`src/rtl/stpf_pkg.sv`:
```
// stpf_pkg: constants, register map and carrier types for the port filter
// assumes a 16-port switch with port 0 as the uplink and 4-bit VLAN codes
package stpf_pkg;
  localparam int unsigned NPORT = 16;
  localparam int unsigned PW = 4;
  localparam int unsigned VW = 4;
  localparam int unsigned MACW = 48;
  localparam int unsigned FDEPTH = 8;
  localparam int unsigned CNTW = 4;
  localparam int unsigned ADDRW = 8;
  localparam int unsigned INTW = 3;
  localparam logic [PW-1:0] UPLINK_PORT = 4'h0;
  // register byte offsets
  localparam logic [ADDRW-1:0] OFF_SEND_HOLD = 8'h00;
  localparam logic [ADDRW-1:0] OFF_RECV_HOLD = 8'h04;
  localparam logic [ADDRW-1:0] OFF_NO_LEARN = 8'h08;
  localparam logic [ADDRW-1:0] OFF_DIRECTED = 8'h0c;
  localparam logic [ADDRW-1:0] OFF_FIFO_STAT = 8'h10;
  localparam logic [ADDRW-1:0] OFF_FIFO_LO = 8'h14;
  localparam logic [ADDRW-1:0] OFF_FIFO_HI = 8'h18;
  localparam logic [ADDRW-1:0] OFF_INT_STAT = 8'h1c;
  localparam logic [ADDRW-1:0] OFF_INT_CLR = 8'h20;
  localparam logic [ADDRW-1:0] OFF_INT_EN = 8'h24;
  localparam logic [1:0] TAG_BANK = 2'h1;
  // directed-transmit field layout
  localparam int unsigned DT_ORIG_LSB = 0;
  localparam int unsigned DT_DEST_LSB = 8;
  localparam int unsigned DT_ARM_BIT = 16;
  // fifo status layout
  localparam int unsigned FS_EMPTY_BIT = 8;
  localparam int unsigned FS_FULL_BIT = 9;
  // interrupt bits
  localparam int unsigned INT_CAPT = 0;
  localparam int unsigned INT_SENT = 1;
  localparam int unsigned INT_OVF = 2;
  localparam logic [NPORT-1:0] MASK_RST = 16'h0000;
  localparam logic [1:0] RESP_OKAY = 2'h0;
  localparam logic [1:0] RESP_SLVERR = 2'h2;

  typedef struct packed {
    logic valid;
    logic [PW-1:0] src_port;
    logic [MACW-1:0] src_addr;
    logic [NPORT-1:0] lookup_mask;
    logic nb_hit;
    logic pretag_valid;
    logic [PW-1:0] remote_port;
  } stpf_frame_type;

  typedef struct packed {
    logic valid;
    logic accept;
    logic learn;
    logic directed;
    logic [NPORT-1:0] dest_mask;
    logic vlan_valid;
    logic [VW-1:0] vlan;
  } stpf_route_type;
endpackage

```
`src/rtl/stpf_src_fifo.sv`:
```
// stpf_src_fifo: small fifo holding captured source addresses
// assumes push and pop come from logic on the same clock
`timescale 1ns/1ps
`default_nettype none
module stpf_src_fifo (
  input wire logic core_clk,
  input wire logic rst_n,
  input wire logic push,
  input wire logic [stpf_pkg::MACW-1:0] push_data,
  input wire logic pop,
  output logic [stpf_pkg::MACW-1:0] head,
  output logic empty,
  output logic full,
  output logic [stpf_pkg::CNTW-1:0] count
);
  logic [stpf_pkg::MACW-1:0] mem_q [stpf_pkg::FDEPTH];
  logic [stpf_pkg::CNTW-2:0] wr_q;
  logic [stpf_pkg::CNTW-2:0] rd_q;
  logic [stpf_pkg::CNTW-1:0] cnt_q;
  wire do_push = push && !full;
  wire do_pop = pop && !empty;

  assign empty = (cnt_q == '0);
  assign full = (cnt_q == stpf_pkg::CNTW'(stpf_pkg::FDEPTH));
  assign count = cnt_q;
  assign head = mem_q[rd_q];

  // storage has no reset; only entries below the count are ever read
  always_ff @(posedge core_clk) begin
    if (do_push) begin
      mem_q[wr_q] <= push_data;
    end
  end

  always_ff @(posedge core_clk) begin
    if (!rst_n) begin
      wr_q <= '0;
      rd_q <= '0;
      cnt_q <= '0;
    end else begin
      if (do_push) begin
        wr_q <= wr_q + 1'b1;
      end
      if (do_pop) begin
        rd_q <= rd_q + 1'b1;
      end
      cnt_q <= cnt_q + cnt_one(do_push) - cnt_one(do_pop);
    end
  end

  function automatic logic [stpf_pkg::CNTW-1:0] cnt_one(input logic b);
    cnt_one = {{(stpf_pkg::CNTW-1){1'b0}}, b};
  endfunction
endmodule
`default_nettype wire

```
`src/rtl/stpf_port_filter.sv`:
```
// stpf_port_filter: spanning-tree port filtering, directed transmit,
// non-blocking source capture and remote-port VLAN mapping
// assumes frame requests arrive from the lookup engine on core_clk,
// one valid cycle each, and software uses an AXI4-Lite master
//
// Behaviour
// - learning port: received frames not forwarded
// - learning port: routed frames not sent
// - learning port: source addresses still learned
// - learning: both holds set, no-learn clear
// - blocking: all three mask bits set
// - blocking port: no forward, send, learn
// - forwarding: all three mask bits clear
// - forwarding port: forward, send, learn normally
// - non-blocking hit pushes source into fifo
// - non-blocking hit accepted despite receive hold
// - armed directed transmit overrides lookup, send-hold
// - matching source port goes only to destination
// - directed transmit disarms after one frame
// - uplink pretag mapped to VLAN via tags
//
// Added by the designer: the AXI4-Lite register port and the placing of the registers.
`timescale 1ns/1ps
`default_nettype none
module stpf_port_filter (
  input wire logic core_clk,
  input wire logic rst_n,
  input wire logic [stpf_pkg::ADDRW-1:0] s_axi_awaddr,
  input wire logic s_axi_awvalid,
  output logic s_axi_awready,
  input wire logic [31:0] s_axi_wdata,
  input wire logic [3:0] s_axi_wstrb,
  input wire logic s_axi_wvalid,
  output logic s_axi_wready,
  output logic [1:0] s_axi_bresp,
  output logic s_axi_bvalid,
  input wire logic s_axi_bready,
  input wire logic [stpf_pkg::ADDRW-1:0] s_axi_araddr,
  input wire logic s_axi_arvalid,
  output logic s_axi_arready,
  output logic [31:0] s_axi_rdata,
  output logic [1:0] s_axi_rresp,
  output logic s_axi_rvalid,
  input wire logic s_axi_rready,
  input wire stpf_pkg::stpf_frame_type frame_in,
  output stpf_pkg::stpf_route_type route_out,
  output logic irq
);
  localparam int unsigned NP = stpf_pkg::NPORT;

  function automatic logic [NP-1:0] port_bit(input logic [stpf_pkg::PW-1:0] p);
    port_bit = {{(NP-1){1'b0}}, 1'b1} << p;
  endfunction

  function automatic logic [31:0] merge(input logic [31:0] old, input logic [31:0] nw,
                                        input logic [3:0] strb);
    for (int i = 0; i < 4; i++) begin
      merge[8*i +: 8] = strb[i] ? nw[8*i +: 8] : old[8*i +: 8];
    end
  endfunction

  // control registers
  logic [NP-1:0] send_hold_mask_q;
  logic [NP-1:0] receive_hold_mask_q;
  logic [NP-1:0] no_learn_mask_q;
  logic [stpf_pkg::PW-1:0] dt_orig_q;
  logic [stpf_pkg::PW-1:0] dt_dest_q;
  logic dt_armed_q;
  logic [stpf_pkg::VW-1:0] remote_port_vlan_tag_q [NP];
  logic [stpf_pkg::INTW-1:0] int_stat_q;
  logic [stpf_pkg::INTW-1:0] int_en_q;
  stpf_pkg::stpf_route_type route_q;

  // write channel decode: address and data taken together
  logic bvalid_q;
  logic [1:0] bresp_q;
  wire wr_take = s_axi_awvalid && s_axi_wvalid && !bvalid_q;
  wire [stpf_pkg::ADDRW-1:0] wa = s_axi_awaddr;
  wire [stpf_pkg::ADDRW-1:0] wa_al = {wa[stpf_pkg::ADDRW-1:2], 2'b00};
  wire wa_tag = (wa[7:6] == stpf_pkg::TAG_BANK);
  wire [stpf_pkg::PW-1:0] wa_idx = wa[5:2];
  wire w_send = wr_take && wa_al == stpf_pkg::OFF_SEND_HOLD;
  wire w_recv = wr_take && wa_al == stpf_pkg::OFF_RECV_HOLD;
  wire w_nlrn = wr_take && wa_al == stpf_pkg::OFF_NO_LEARN;
  wire w_dt = wr_take && wa_al == stpf_pkg::OFF_DIRECTED;
  wire w_clr = wr_take && wa_al == stpf_pkg::OFF_INT_CLR;
  wire w_en = wr_take && wa_al == stpf_pkg::OFF_INT_EN;
  wire w_tag = wr_take && wa_tag;
  wire w_ro = wa_al == stpf_pkg::OFF_FIFO_STAT || wa_al == stpf_pkg::OFF_FIFO_LO ||
              wa_al == stpf_pkg::OFF_FIFO_HI || wa_al == stpf_pkg::OFF_INT_STAT;
  wire w_hit = w_send || w_recv || w_nlrn || w_dt || w_clr || w_en || w_tag ||
               (wr_take && w_ro);
  wire [31:0] wd = s_axi_wdata;
  wire [3:0] ws = s_axi_wstrb;

  assign s_axi_awready = wr_take;
  assign s_axi_wready = wr_take;
  assign s_axi_bvalid = bvalid_q;
  assign s_axi_bresp = bresp_q;

  always_ff @(posedge core_clk) begin
    if (!rst_n) begin
      bvalid_q <= 1'b0;
      bresp_q <= stpf_pkg::RESP_OKAY;
    end else if (wr_take) begin
      bvalid_q <= 1'b1;
      bresp_q <= w_hit ? stpf_pkg::RESP_OKAY : stpf_pkg::RESP_SLVERR;
    end else if (s_axi_bready) begin
      bvalid_q <= 1'b0;
    end
  end

  wire [31:0] send_merged = merge({16'h0000, send_hold_mask_q}, wd, ws);
  wire [31:0] recv_merged = merge({16'h0000, receive_hold_mask_q}, wd, ws);
  wire [31:0] nlrn_merged = merge({16'h0000, no_learn_mask_q}, wd, ws);

  always_ff @(posedge core_clk) begin
    if (!rst_n) begin
      send_hold_mask_q <= stpf_pkg::MASK_RST;
      receive_hold_mask_q <= stpf_pkg::MASK_RST;
      no_learn_mask_q <= stpf_pkg::MASK_RST;
    end else begin
      if (w_send) begin
        send_hold_mask_q <= send_merged[NP-1:0];
      end
      if (w_recv) begin
        receive_hold_mask_q <= recv_merged[NP-1:0];
      end
      if (w_nlrn) begin
        no_learn_mask_q <= nlrn_merged[NP-1:0];
      end
    end
  end

  always_ff @(posedge core_clk) begin
    if (!rst_n) begin
      for (int i = 0; i < NP; i++) begin
        remote_port_vlan_tag_q[i] <= '0;
      end
    end else if (w_tag && ws[0] && wa_idx != stpf_pkg::UPLINK_PORT) begin
      remote_port_vlan_tag_q[wa_idx] <= wd[stpf_pkg::VW-1:0];
    end
  end

  // frame path
  wire stpf_pkg::stpf_frame_type f = frame_in;
  wire [NP-1:0] src_bit = port_bit(f.src_port);
  // source port match on armed register
  wire dt_match = f.valid && dt_armed_q && f.src_port == dt_orig_q;
  wire rx_ok = !(|(receive_hold_mask_q & src_bit)) || f.nb_hit;
  // blocked ports send nothing and receive only non-blocking hits
  wire [NP-1:0] norm_mask = rx_ok ? (f.lookup_mask & ~send_hold_mask_q & ~src_bit) : '0;
  // override of lookup and send hold
  wire [NP-1:0] dest_mask = dt_match ? port_bit(dt_dest_q) : norm_mask;
  wire learn = f.valid && !(|(no_learn_mask_q & src_bit));
  wire tag_ok = f.pretag_valid && f.src_port == stpf_pkg::UPLINK_PORT &&
                f.remote_port != stpf_pkg::UPLINK_PORT;
  wire cap = f.valid && f.nb_hit;

  always_ff @(posedge core_clk) begin
    if (!rst_n) begin
      route_q <= '0;
    end else begin
      route_q.valid <= f.valid;
      route_q.accept <= f.valid && (rx_ok || dt_match);
      route_q.learn <= learn;
      route_q.directed <= dt_match;
      route_q.dest_mask <= f.valid ? dest_mask : '0;
      route_q.vlan_valid <= f.valid && tag_ok;
      // idle cycles may carry stale pretag bits, so the vlan is gated by valid
      route_q.vlan <= (f.valid && tag_ok) ? remote_port_vlan_tag_q[f.remote_port] : '0;
    end
  end
  assign route_out = route_q;

  // self-clearing directed transmit
  // a software arm in the same cycle wins so a new request is not lost
  always_ff @(posedge core_clk) begin
    if (!rst_n) begin
      dt_orig_q <= '0;
      dt_dest_q <= '0;
      dt_armed_q <= 1'b0;
    end else if (w_dt) begin
      dt_orig_q <= wd[stpf_pkg::DT_ORIG_LSB +: stpf_pkg::PW];
      dt_dest_q <= wd[stpf_pkg::DT_DEST_LSB +: stpf_pkg::PW];
      dt_armed_q <= wd[stpf_pkg::DT_ARM_BIT];
    end else if (dt_match) begin
      dt_armed_q <= 1'b0;
    end
  end

  // read channel
  logic rvalid_q;
  logic [31:0] rdata_q;
  logic [1:0] rresp_q;
  wire rd_take = s_axi_arvalid && !rvalid_q;
  wire [stpf_pkg::ADDRW-1:0] ra = {s_axi_araddr[stpf_pkg::ADDRW-1:2], 2'b00};
  wire ra_tag = (s_axi_araddr[7:6] == stpf_pkg::TAG_BANK);
  wire [stpf_pkg::PW-1:0] ra_idx = s_axi_araddr[5:2];

  logic [stpf_pkg::MACW-1:0] fifo_head;
  logic fifo_empty;
  logic fifo_full;
  logic [stpf_pkg::CNTW-1:0] fifo_count;
  // a low-word read pops, so read the high word first
  wire fifo_pop = rd_take && ra == stpf_pkg::OFF_FIFO_LO;

  stpf_src_fifo u_fifo (
    .core_clk(core_clk),
    .rst_n(rst_n),
    .push(cap),
    .push_data(f.src_addr),
    .pop(fifo_pop),
    .head(fifo_head),
    .empty(fifo_empty),
    .full(fifo_full),
    .count(fifo_count)
  );

  wire [31:0] fifo_stat = {22'h000000, fifo_full, fifo_empty, 4'h0, fifo_count};
  wire [31:0] dt_word = {15'h0000, dt_armed_q, 4'h0, dt_dest_q, 4'h0, dt_orig_q};
  wire [31:0] tag_word = {28'h0000000,
                          ra_idx == stpf_pkg::UPLINK_PORT ? 4'h0 : remote_port_vlan_tag_q[ra_idx]};
  wire r_hit = ra_tag || ra == stpf_pkg::OFF_SEND_HOLD || ra == stpf_pkg::OFF_RECV_HOLD ||
               ra == stpf_pkg::OFF_NO_LEARN || ra == stpf_pkg::OFF_DIRECTED ||
               ra == stpf_pkg::OFF_FIFO_STAT || ra == stpf_pkg::OFF_FIFO_LO ||
               ra == stpf_pkg::OFF_FIFO_HI || ra == stpf_pkg::OFF_INT_STAT ||
               ra == stpf_pkg::OFF_INT_CLR || ra == stpf_pkg::OFF_INT_EN;
  wire [31:0] rd_mux =
    ra_tag ? tag_word :
    ra == stpf_pkg::OFF_SEND_HOLD ? {16'h0000, send_hold_mask_q} :
    ra == stpf_pkg::OFF_RECV_HOLD ? {16'h0000, receive_hold_mask_q} :
    ra == stpf_pkg::OFF_NO_LEARN ? {16'h0000, no_learn_mask_q} :
    ra == stpf_pkg::OFF_DIRECTED ? dt_word :
    ra == stpf_pkg::OFF_FIFO_STAT ? fifo_stat :
    ra == stpf_pkg::OFF_FIFO_LO ? (fifo_empty ? 32'h00000000 : fifo_head[31:0]) :
    ra == stpf_pkg::OFF_FIFO_HI ? (fifo_empty ? 32'h00000000 : {16'h0000, fifo_head[47:32]}) :
    ra == stpf_pkg::OFF_INT_STAT ? {29'h00000000, int_stat_q} :
    ra == stpf_pkg::OFF_INT_EN ? {29'h00000000, int_en_q} : 32'h00000000;

  assign s_axi_arready = rd_take;
  assign s_axi_rvalid = rvalid_q;
  assign s_axi_rdata = rdata_q;
  assign s_axi_rresp = rresp_q;

  always_ff @(posedge core_clk) begin
    if (!rst_n) begin
      rvalid_q <= 1'b0;
      rdata_q <= 32'h00000000;
      rresp_q <= stpf_pkg::RESP_OKAY;
    end else if (rd_take) begin
      rvalid_q <= 1'b1;
      rdata_q <= rd_mux;
      rresp_q <= r_hit ? stpf_pkg::RESP_OKAY : stpf_pkg::RESP_SLVERR;
    end else if (s_axi_rready) begin
      rvalid_q <= 1'b0;
    end
  end

  // sticky events; a new event wins over a clear in the same cycle
  wire [stpf_pkg::INTW-1:0] ev;
  assign ev[stpf_pkg::INT_CAPT] = cap && !fifo_full;
  assign ev[stpf_pkg::INT_SENT] = dt_match;
  assign ev[stpf_pkg::INT_OVF] = cap && fifo_full;
  wire [stpf_pkg::INTW-1:0] clr = w_clr && ws[0] ? wd[stpf_pkg::INTW-1:0] : '0;

  always_ff @(posedge core_clk) begin
    if (!rst_n) begin
      int_stat_q <= '0;
      int_en_q <= '0;
    end else begin
      int_stat_q <= (int_stat_q & ~clr) | ev;
      if (w_en && ws[0]) begin
        int_en_q <= wd[stpf_pkg::INTW-1:0];
      end
    end
  end

  assign irq = |(int_stat_q & int_en_q);
endmodule
`default_nettype wire

```
`config.mk`:
```
export PLATFORM = sky130hd
export DESIGN_NAME = stpf_port_filter
export DESIGN_NICKNAME = d
export VERILOG_FILES = /design/src/rtl/stpf_pkg.sv /design/src/rtl/stpf_src_fifo.sv /design/src/rtl/stpf_port_filter.sv
export SDC_FILE = /design/constraint.sdc
export NUM_CORES = 1
export LEC_CHECK = 0
export BUFFER_PORTS_ARGS = -buffer_cell sky130_fd_sc_hd__buf_4
export CORE_ASPECT_RATIO = 0.8
export CORE_UTILIZATION = 30
export CTS_BUF_LIST = sky130_fd_sc_hd__clkbuf_2 sky130_fd_sc_hd__clkbuf_4 sky130_fd_sc_hd__clkbuf_8
export DETAILED_ROUTE_END_ITERATION = 8
export MAX_ROUTING_LAYER = met4
export PLACE_DENSITY = 0.46
export SKIP_CTS_REPAIR_TIMING = 1
export SLEW_MARGIN = 40
export SYNTH_ARGS = -nofsm -noshare
export SYNTH_HDL_FRONTEND = slang
export SYNTH_HIERARCHICAL = 1
export SYNTH_SLANG_ARGS = --single-unit
```
`constraint.sdc`:
```
create_clock -name core_clk -period 7.2 [get_ports core_clk]
set_input_delay 0.36 -clock core_clk [delete_from_list [all_inputs] [get_ports core_clk]]
set_output_delay 0.36 -clock core_clk [all_outputs]
set_load 0.02 [all_outputs]
```
==> impl_metrics.ini, run 1 <==
[grt]
grt.total_usage_pct = 17.36
grt_max_degree = 75
grt_pass1_wl_um = 102800
grtUsageMet1_pct = 23.26
gr-total-overflow = 0
met3_usage_pct = 4.657
gr-usage-met2_pct = 25.78
grt_pass1_vias = 15052
antenna_found_initial = 10
gr-max-usage-layer = met2

[critical_path]
path_max_fanout = 44
arrival_ns = 3.90
path_class = flip-flop to flip-flop
path_buf_inv = 2
cp_cell_sequence = buf_12 > buf_4 > mux4_2 > mux2_2 > a32o_1 > o21ai_0 > a22oi_1 > o31a_1
start_kind = flip-flop
critPathRequiredTime_ns = 7.79
setup.worst_path.end_class = flip-flop
crit_slowest_cell = buf_4
cpPeakStageDelay_ns = 0.62
path_delay_family = compound AO/OA/AOI/OAI gates

[run_status]
status = complete, no violations

[finish]
layout-drive-gt1-share_pct = 28.71
seq_area_um2 = 16210
nets = 2012
fill_cells = 7832
synthToLayoutAreaGrowth_pct = 20.98
multi_input_area_um2 = 8102

[placement]
portBuffers = 177
hpwlAfterDp_um = 45090
gp_congestion = 0.8332

[die]
io_pins = 201
core_area_um2 = 82210
die-area_um2 = 84220
start_util_pct = 30.31
rows = 94
die_h_um = 259.8
die_w_um = 324.2

[synth]
avgSynthCellArea_um2 = 15.58
synth_edf_count = 448
ys_ff_latch = 585
netlist.area_leader.share_pct = 53.99
ys_async_sr_fraction_pct = 0
synth.most_common_cell = edfxtp_1
yosysTopAreaCell = edfxtp_1
yosysWarnings = 6
synth_area_um2 = 24920
yosysUniqueCellTypes = 82
netlist_top_cells_count = edfxtp_1 (448), dfxtp_1 (137), mux4_2 (105)
synthCells = 1599
synth_seq_area_share_pct = 65.00
synth_area_leaders = edfxtp_1 (54%), dfxtp_1 (11%), mux4_2 (9.5%), mux4_1 (2.5%), mux2_4 (2.4%)
synth_flop_cell = edfxtp_1

[timing]
setup_viol = 0
clock.fmax_ghz = 0.3017
hold_violations = 0
slew_violations = 0
post-route-period-util_pct = 46.04
fin_worst_skew_ns = 0.02527
slew_headroom_pct = 44.13
fin_crit_ns = 3.315
rsz0062_at_grt = no
max_slew.worst_pin.slew_ns = 0.8361
fin_tns_setup_ns = 0

[routing]
num_vias = 15224
drc = 0
dr.pass1.iters = 7
ant_nets = 0
drt_iter0_markers = 1351
vias_per_cell = 4.975
routed_wl_um = 71160
wl_per_cell_um = 23.25

[clocking]
clk_pin_slew_ns = 0.06
clockRootBuffer = clkbuf_8
clk_latency_ns = 0.72
htreeDepth = 3
clk_path_buf_depth = 3
cts_buffers = 97
cts_tree = built
cts.sinks = 585

[job]
cap_violations = 0

[power]
total_power_mw = 7.417
ir_worst_vdd_v = 0.00009976
power_density_nw_per_um2 = 246.0
p_leak_nw = 10.21

[hold_path]
min_path_type = input pin to flip-flop
[per-layer routing]
metal  vias up  share of wire [%]
li1       6856                  -
met1      7754                 46
met2       506                 45
met3       108                7.2
met4         0                2.1
met5         -                  0
[through the flow]
| step | instance area [um2] | setup WS, ns | hold WS [ns] | cells | util (%) |
|---|---|---|---|---|---|
| floorplan | 24940 | 1.079 | 0.4491 | 1604 | - |
| global placement | 27290 | 3.653 | 0.4623 | 2801 | 33.19 |
| detailed placement | 27330 | 3.794 | 0.4517 | 2803 | 33.24 |
| CTS | 29400 | 3.801 | -0.2043 | 2979 | 35.76 |
| global route | 30140 | 3.634 | 0.005011 | 3059 | 36.66 |
| finish | 30140 | 3.885 | 0.03456 | 3060 | 36.67 |
[kinds of logic after synthesis]
kind of cell             share of synthesized area [%]
AO/OA/AOI/OAI                                    6.478
XOR/XNOR                                        0.2109
adder cells (fa/ha/maj)                         0.4318
buffers and inverters                            2.792
flip-flops                                       65.00
multiplexers                                     16.26
other                                          0.01505
AND/OR/NAND/NOR                                  8.808
[power breakdown]
part           switching, mW  internal, mW
sequential            0.0297          3.70
combinational          0.312         0.226
clock                   1.37          1.78
total                   1.71          5.71
[layout make-up]
| cell class | instances | area share, % |
|---|---|---|
| sequential | 585 | 53.76 |
| multi-input combinational | 890 | 26.88 |
| timing repair buffer | 275 | 7.554 |
| clock buffer | 145 | 5.832 |
| tap | 1104 | 4.582 |
| clock inverter | 31 | 1.054 |
| inverter | 21 | 0.2615 |
| antenna | 9 | 0.07471 |
[cell usage in the layout (no fill, tap or decap), types with 8 or more instances in the layout]
master and instances:
diode_2 9, mux2i_1 22, nand2_1 87, mux2_2 21, inv_1 18, nand3b_1 8, dfxtp_1 134, edfxtp_1 448
and2_1 67, nand4b_1 11, nand2b_1 16, buf_4 199, mux2_4 40, mux4_2 105, nor3_1 12, nand3_1 77
a21oi_1 42, mux4_1 24, o21ai_0 94, nor2b_1 22, nor2_1 56, clkbuf_4 38, clkbuf_8 107, o22ai_1 22
dlygate4sd3_1 72, a22o_1 13, a22oi_1 29, clkinv_1 16
[path summary, 6_finish.rpt]
path	cells after the start	end	from	slack (ns)
hold reg to reg	2	s_axi_rdata[10]	s_axi_rdata[10]	0.46
setup reg to reg	8	s_axi_rdata[1]	flip-flop	3.88
hold / removal	4	s_axi_bresp[1]	s_axi_awaddr[6]	0.03
setup / recovery	8	s_axi_rdata[1]	flip-flop	3.88
[tightest hold or removal path, cell delays in order]
cell and delay [ns]:
buf_4 0.11, inv_1 0.05, o211ai_1 0.10, a21oi_1 0.08
[registers in the layout, summed over array words and instances, names as in the netlist, 4 cells and up, named ones only]
signal,flops
dt_dest_q,4
dt_orig_q,4
no_learn_mask_q,16
receive_hold_mask_q,16
remote_port_vlan_tag_q,64
route_out,25
s_axi_rdata,32
send_hold_mask_q,16
u_fifo/count,4
u_fifo/mem_q,384
Power figures use the tool's default switching activity.
==> run 2: changes to the inputs <==
Settings changed: ABC_AREA set to 1.
Clock period 7.2 ns to 3.4 ns, I/O delays scaled along.
==> run 2 against run 1 <==
Compared with the run above: die area rose by 7.3%; sequential share of layout area fell by 4.4 points; utilization up 0.62 points; critical path depth rose by 4; critical endpoint is now u_fifo/count[2]; highest routed layer unchanged.
==> impl_metrics.ini, run 2 <==
[run_status]
status = complete, no violations

[placement]
portBuffers = 177
dpl_cell_area_um2 = 29570
hpwlAfterDp_um = 50910
gp_congestion = 0.8735
post-place-cells = 4341

[grt]
grt.total_usage_pct = 18.37
antenna_found_initial = 6
grt_pass1_vias = 19550
gr-total-overflow = 0
grt_max_degree = 131
grt_pass1_wl_um = 121600

[synth]
synth_area_leaders = edfxtp_1 (50%), nand2_1 (13%), dfxtp_1 (10%), inv_1 (7.5%), nand3_1 (5.0%)
synth.most_common_cell = nand2_1
synth_top_family_by_area = simple AND/OR/NAND/NOR gates
netlist_top_cells_count = nand2_1 (904), inv_1 (536), edfxtp_1 (448)
avgSynthCellArea_um2 = 8.754
synth_compound_area_share_pct = 7.406
yosysUniqueCellTypes = 44
synthAdderAreaFrac_pct = 0.4021
ys_ff_latch = 585
synth_seq_area_share_pct = 60.52
yosys.area_share.simple_pct = 21.47
yosysWarnings = 6
synth_flop_cell = edfxtp_1
netlist.area_leader.share_pct = 50.27
synthCells = 3057
synth_xor_area_share_pct = 0.06546
synth_area_um2 = 26760
synthMuxAreaShare_pct = 0
ys_async_sr_fraction_pct = 0
yosysTopAreaCell = edfxtp_1
synth_edf_count = 448

[hold_path]
min_path_type = input pin to flip-flop

[die]
io_pins = 201
die-area_um2 = 90410
die_h_um = 269.1
start_util_pct = 30.41
rows = 97
die_w_um = 335.9
core_area_um2 = 87990

[finish]
fill_cells = 9002
fin_cells = 4636
fin_util_pct = 37.29
largest-register = u_fifo/mem_q
largest_reg_flops = 384
nets = 3498
synthToLayoutAreaGrowth_pct = 22.61
layout-drive-gt1-share_pct = 13.04
layout_common_cells = nand2_1 (904), inv_1 (535), edfxtp_1 (448)
final_common_cell = nand2_1
final_area_um2 = 32810

[power]
power_density_nw_per_um2 = 490.8
ir_worst_vdd_v = 0.0002821
p_leak_nw = 14.17
total_power_mw = 16.10

[critical_path]
path_class = flip-flop to flip-flop
start_kind = flip-flop
setup.worst_path.end_class = flip-flop
path_max_fanout = 12
arrival_ns = 3.24
critPathRequiredTime_ns = 4.00

[clocking]
htreeDepth = 3
cts_tree = built
clk_path_buf_depth = 3
clk_latency_ns = 0.73
cts_buffers = 104
cts.sinks = 585
clockRootBuffer = clkbuf_8
clk_pin_slew_ns = 0.07

[timing]
fin_worst_skew_ns = 0.05847
clock.fmax_ghz = 0.3787
hold_violations = 0
fin_crit_ns = 2.640
slew_headroom_pct = 39.67
setup_viol = 0
post-route-period-util_pct = 77.66
fin_tns_setup_ns = 0
rsz0062_at_grt = no
slew_violations = 0
max_slew.worst_pin.slew_ns = 0.9039

[routing]
dr.pass1.iters = 5
drc = 0
wl_per_cell_um = 17.63
num_vias = 20674
vias_per_cell = 4.459
routed_wl_um = 81730
ant_nets = 0
drt_iter0_markers = 1585

[job]
cap_violations = 0
run 2: cell types whose count changed after synthesis, sizes merged, moves of 47 or more:
| cell | previous run | this run |
|---|---|---|
| a21oi | 44 | 166 |
| and2 | 68 | 0 |
| inv | 19 | 546 |
| mux2 | 61 | 0 |
| mux4 | 129 | 0 |
| nand2 | 87 | 907 |
| nand3 | 77 | 268 |
| nor2 | 61 | 197 |
| o21ai | 94 | 141 |
run 2: layout make-up:
class | instances | area (um2) | area share (%)
inverter | 551 | 2074 | 6.323
timing repair buffer | 325 | 2845 | 8.672
clock buffer | 168 | 1962 | 5.979
clock inverter | 24 | 284.0 | 0.8657
sequential | 585 | 16200 | 49.39
tap | 1188 | 1486 | 4.530
antenna | 6 | 15.01 | 0.04576
multi-input combinational | 1789 | 7939 | 24.20
run 2: through the flow:
step	setup slack [ns]	hold WS, ns
2_1_floorplan	-0.1977	0.2689
3_3_place_gp	0.7581	0.4142
3_5_place_dp	0.7722	0.4130
4_1_cts	0.8058	-0.4185
5_1_grt	0.5131	0.01054
6_report	0.7596	0.02007
run 2: critical path, cell delays in order (launching register included):
cell and delay [ns]:
dfxtp_1 0.32, nor2_1 0.10, buf_4 0.19, inv_1 0.09, nor2_1 0.31, a21boi_0 0.41, nand2_1 0.17, nand2_1 0.09
ha_1 0.16, inv_1 0.06, fa_1 0.42, xor2_1 0.15, nor2_1 0.05
run 2: final timing paths:
| path | cells past startpoint | from | slack, ns | end |
|---|---|---|---|---|
| max | 12 | s_axi_rvalid | 0.76 | u_fifo/count[2] |
| min | 5 | frame_in[73] | 0.02 | route_out[10] |
| max reg2reg | 12 | s_axi_rvalid | 0.76 | u_fifo/count[2] |
| min reg2reg | 2 | int_en_q[2] | 0.46 | int_en_q[2] |
run 2: report_power, final:
group / switching [mW] / internal, mW
Sequential: 0.0489 / 7.84
Combinational: 0.778 / 0.398
Clock: 3.05 / 3.99
Total: 3.87 / 12.2
run 2: logic make-up (layout without fill, tap and decap cells):
family	count (synthesis)	count (layout)
AND/OR/NAND/NOR	1409	1409
buffers and inverters	688	1068
flip-flops	585	585
AO/OA/AOI/OAI	364	364
adder cells (fa/ha/maj)	8	8
XOR/XNOR	2	2
other	1	12
run 2: layer usage:
layer / part of all wire, % / vias up / GRT usage, %
met5: 0 / - / -
met4: 2.5 / 0 / 5.792
met3: 5.2 / 149 / 3.438
met2: 46 / 476 / 28.45
met1: 47 / 9624 / 24.24
li1: - / 10425 / -
==> run 3: changes to the inputs <==
Settings changed: PLACE_DENSITY 0.46 to 0.47.
Clock period 3.4 ns to 2.4 ns, I/O delays scaled along.
==> run 3 against run 2 <==
Compared with the run above: combinational power grew 47%; global-route usage grew 0.17 points; setup slack lost 0.61 ns; clock skew shrank 0.028 ns; wire length grew 0.74%; count of clock-buffer cells in the layout grew 1; sequential power grew 42%; critical endpoint is now route_out[2]; largest cell class unchanged.
==> impl_metrics.ini, run 3 (same netlist as run 2, synthesis figures left out) <==
[finish]
final_common_cell = nand2_1
fin_util_pct = 37.75
fill_cells = 8971
synthToLayoutAreaGrowth_pct = 24.13
layout_common_cells = nand2_1 (904), inv_1 (535), edfxtp_1 (448)
nets = 3550
largest_reg_flops = 384
largest-register = u_fifo/mem_q
layout-drive-gt1-share_pct = 14.03

[routing]
num_vias = 20894
dr.pass1.iters = 6
ant_nets = 0
routed_wl_um = 82340
drc = 0
drt_iter0_markers = 1470
vias_per_cell = 4.460
wl_per_cell_um = 17.57

[power]
total_power_mw = 22.45
combPwrFrac_pct = 7.7
pwr-share-seq_pct = 49.8
p_leak_nw = 14.42
swShare_pct = 23.80
p_int_mw = 17.11
ir_worst_vdd_v = 0.0003584
power_density_nw_per_um2 = 675.8
p_clk_share_pct = 42.5
switching_power_mw = 5.342

[placement]
hpwlAfterDp_um = 53280
dpl_worst_slack_ns = 0.1202
portBuffers = 177
gp_congestion = 0.8936

[grt]
grt_pass1_wl_um = 123200
grt_max_degree = 79
antenna_found_initial = 4
grt.total_usage_pct = 18.55
grt_pass1_vias = 19536
gr-total-overflow = 0

[die]
start_util_pct = 30.41
io_pins = 201
die-area_um2 = 90410
rows = 97
die_h_um = 269.1
die_w_um = 335.9
core_area_um2 = 87990

[timing]
slew_headroom_pct = 42.15
rsz0062_at_grt = no
hold_violations = 0
fin_worst_skew_ns = 0.03071
slew_violations = 0
setup_viol = 0
fin_crit_ns = 2.248
max_slew.worst_pin.slew_ns = 0.8668
fin_ws_ns = 0.1518
clock.fmax_ghz = 0.4448
post-route-period-util_pct = 93.67

[clocking]
clk_latency_ns = 0.70
htreeDepth = 3
cts_tree = built
clockRootBuffer = clkbuf_8
cts_buffers = 104
cts.sinks = 585
clk_path_buf_depth = 3
clk_pin_slew_ns = 0.06

[critical_path]
arrival_ns = 2.82
critPathRequiredTime_ns = 2.97
path_class = flip-flop to flip-flop
r2r-start = remote_port_vlan_tag_q[8][2]
start_kind = flip-flop
path_max_fanout = 2
startpoint = remote_port_vlan_tag_q[8][2]
setup.worst_path.end_class = flip-flop

[hold_path]
min_path_type = input pin to flip-flop
min_from = s_axi_araddr[2]

[run_status]
status = complete, no violations

[job]
cap_violations = 0
## run 3: power by group through the flow
stage	sequential, mW	clock [mW]	combinational (mW)
after floorplan	11.4	0	0.776
after global placement	11.4	0	1.59
after global routing	11.2	10.2	1.93
after CTS	11.2	9.81	1.60
after detailed placement	11.4	0	1.59
final	11.2	9.53	1.74
## run 3: final timing paths
kind,depth (start not counted),slack [ns],endpoint
hold / removal,6,0.02,s_axi_rresp[1]
setup / recovery,6,0.15,route_out[2]
setup reg to reg,6,0.15,route_out[2]
hold reg to reg,2,0.46,int_en_q[0]
## run 3: per-stage QoR
stage	instance area [um2]	hold slack [ns]	std cells	setup TNS [ns]
final	33220	0.02136	4685	0
after global routing	33220	0.02563	4685	0
after CTS	32170	-0.4137	4577	0
after detailed placement	30020	0.3616	4386	0
after global placement	30020	0.3630	4386	0
after floorplan	26820	0.2189	3062	-87.91
## run 3: worst max-delay path: stages, from the launching register on
cell	delay (ns)
edfxtp_1	0.39
o21ai_0	0.29
nand3_1	0.14
nand3_1	0.10
dlygate4sd3_1	0.55
a31oi_1	0.09
dlygate4sd3_1	0.58
## run 3: layout make-up
class | instances | area (um2) | share of cell area [%]
Clock inverter | 22 | 123.9 | 0.3729
Inverter | 551 | 2074 | 6.245
Timing Repair Buffer | 377 | 3366 | 10.13
Clock buffer | 169 | 2019 | 6.079
Multi-Input combinational cell | 1789 | 7934 | 23.88
Tap cell | 1188 | 1486 | 4.475
Sequential cell | 585 | 16200 | 48.78
Antenna cell | 4 | 10.01 | 0.03013
## run 3: metal layers
layer / GRT usage (%) / up-vias / share of wire (%)
li1: - / 10523 / -
met4: 4.013 / 0 / 1.7
met5: - / - / 0
met2: 27.45 / 499 / 44
met1: 26.31 / 9760 / 49
met3: 3.366 / 112 / 5.2
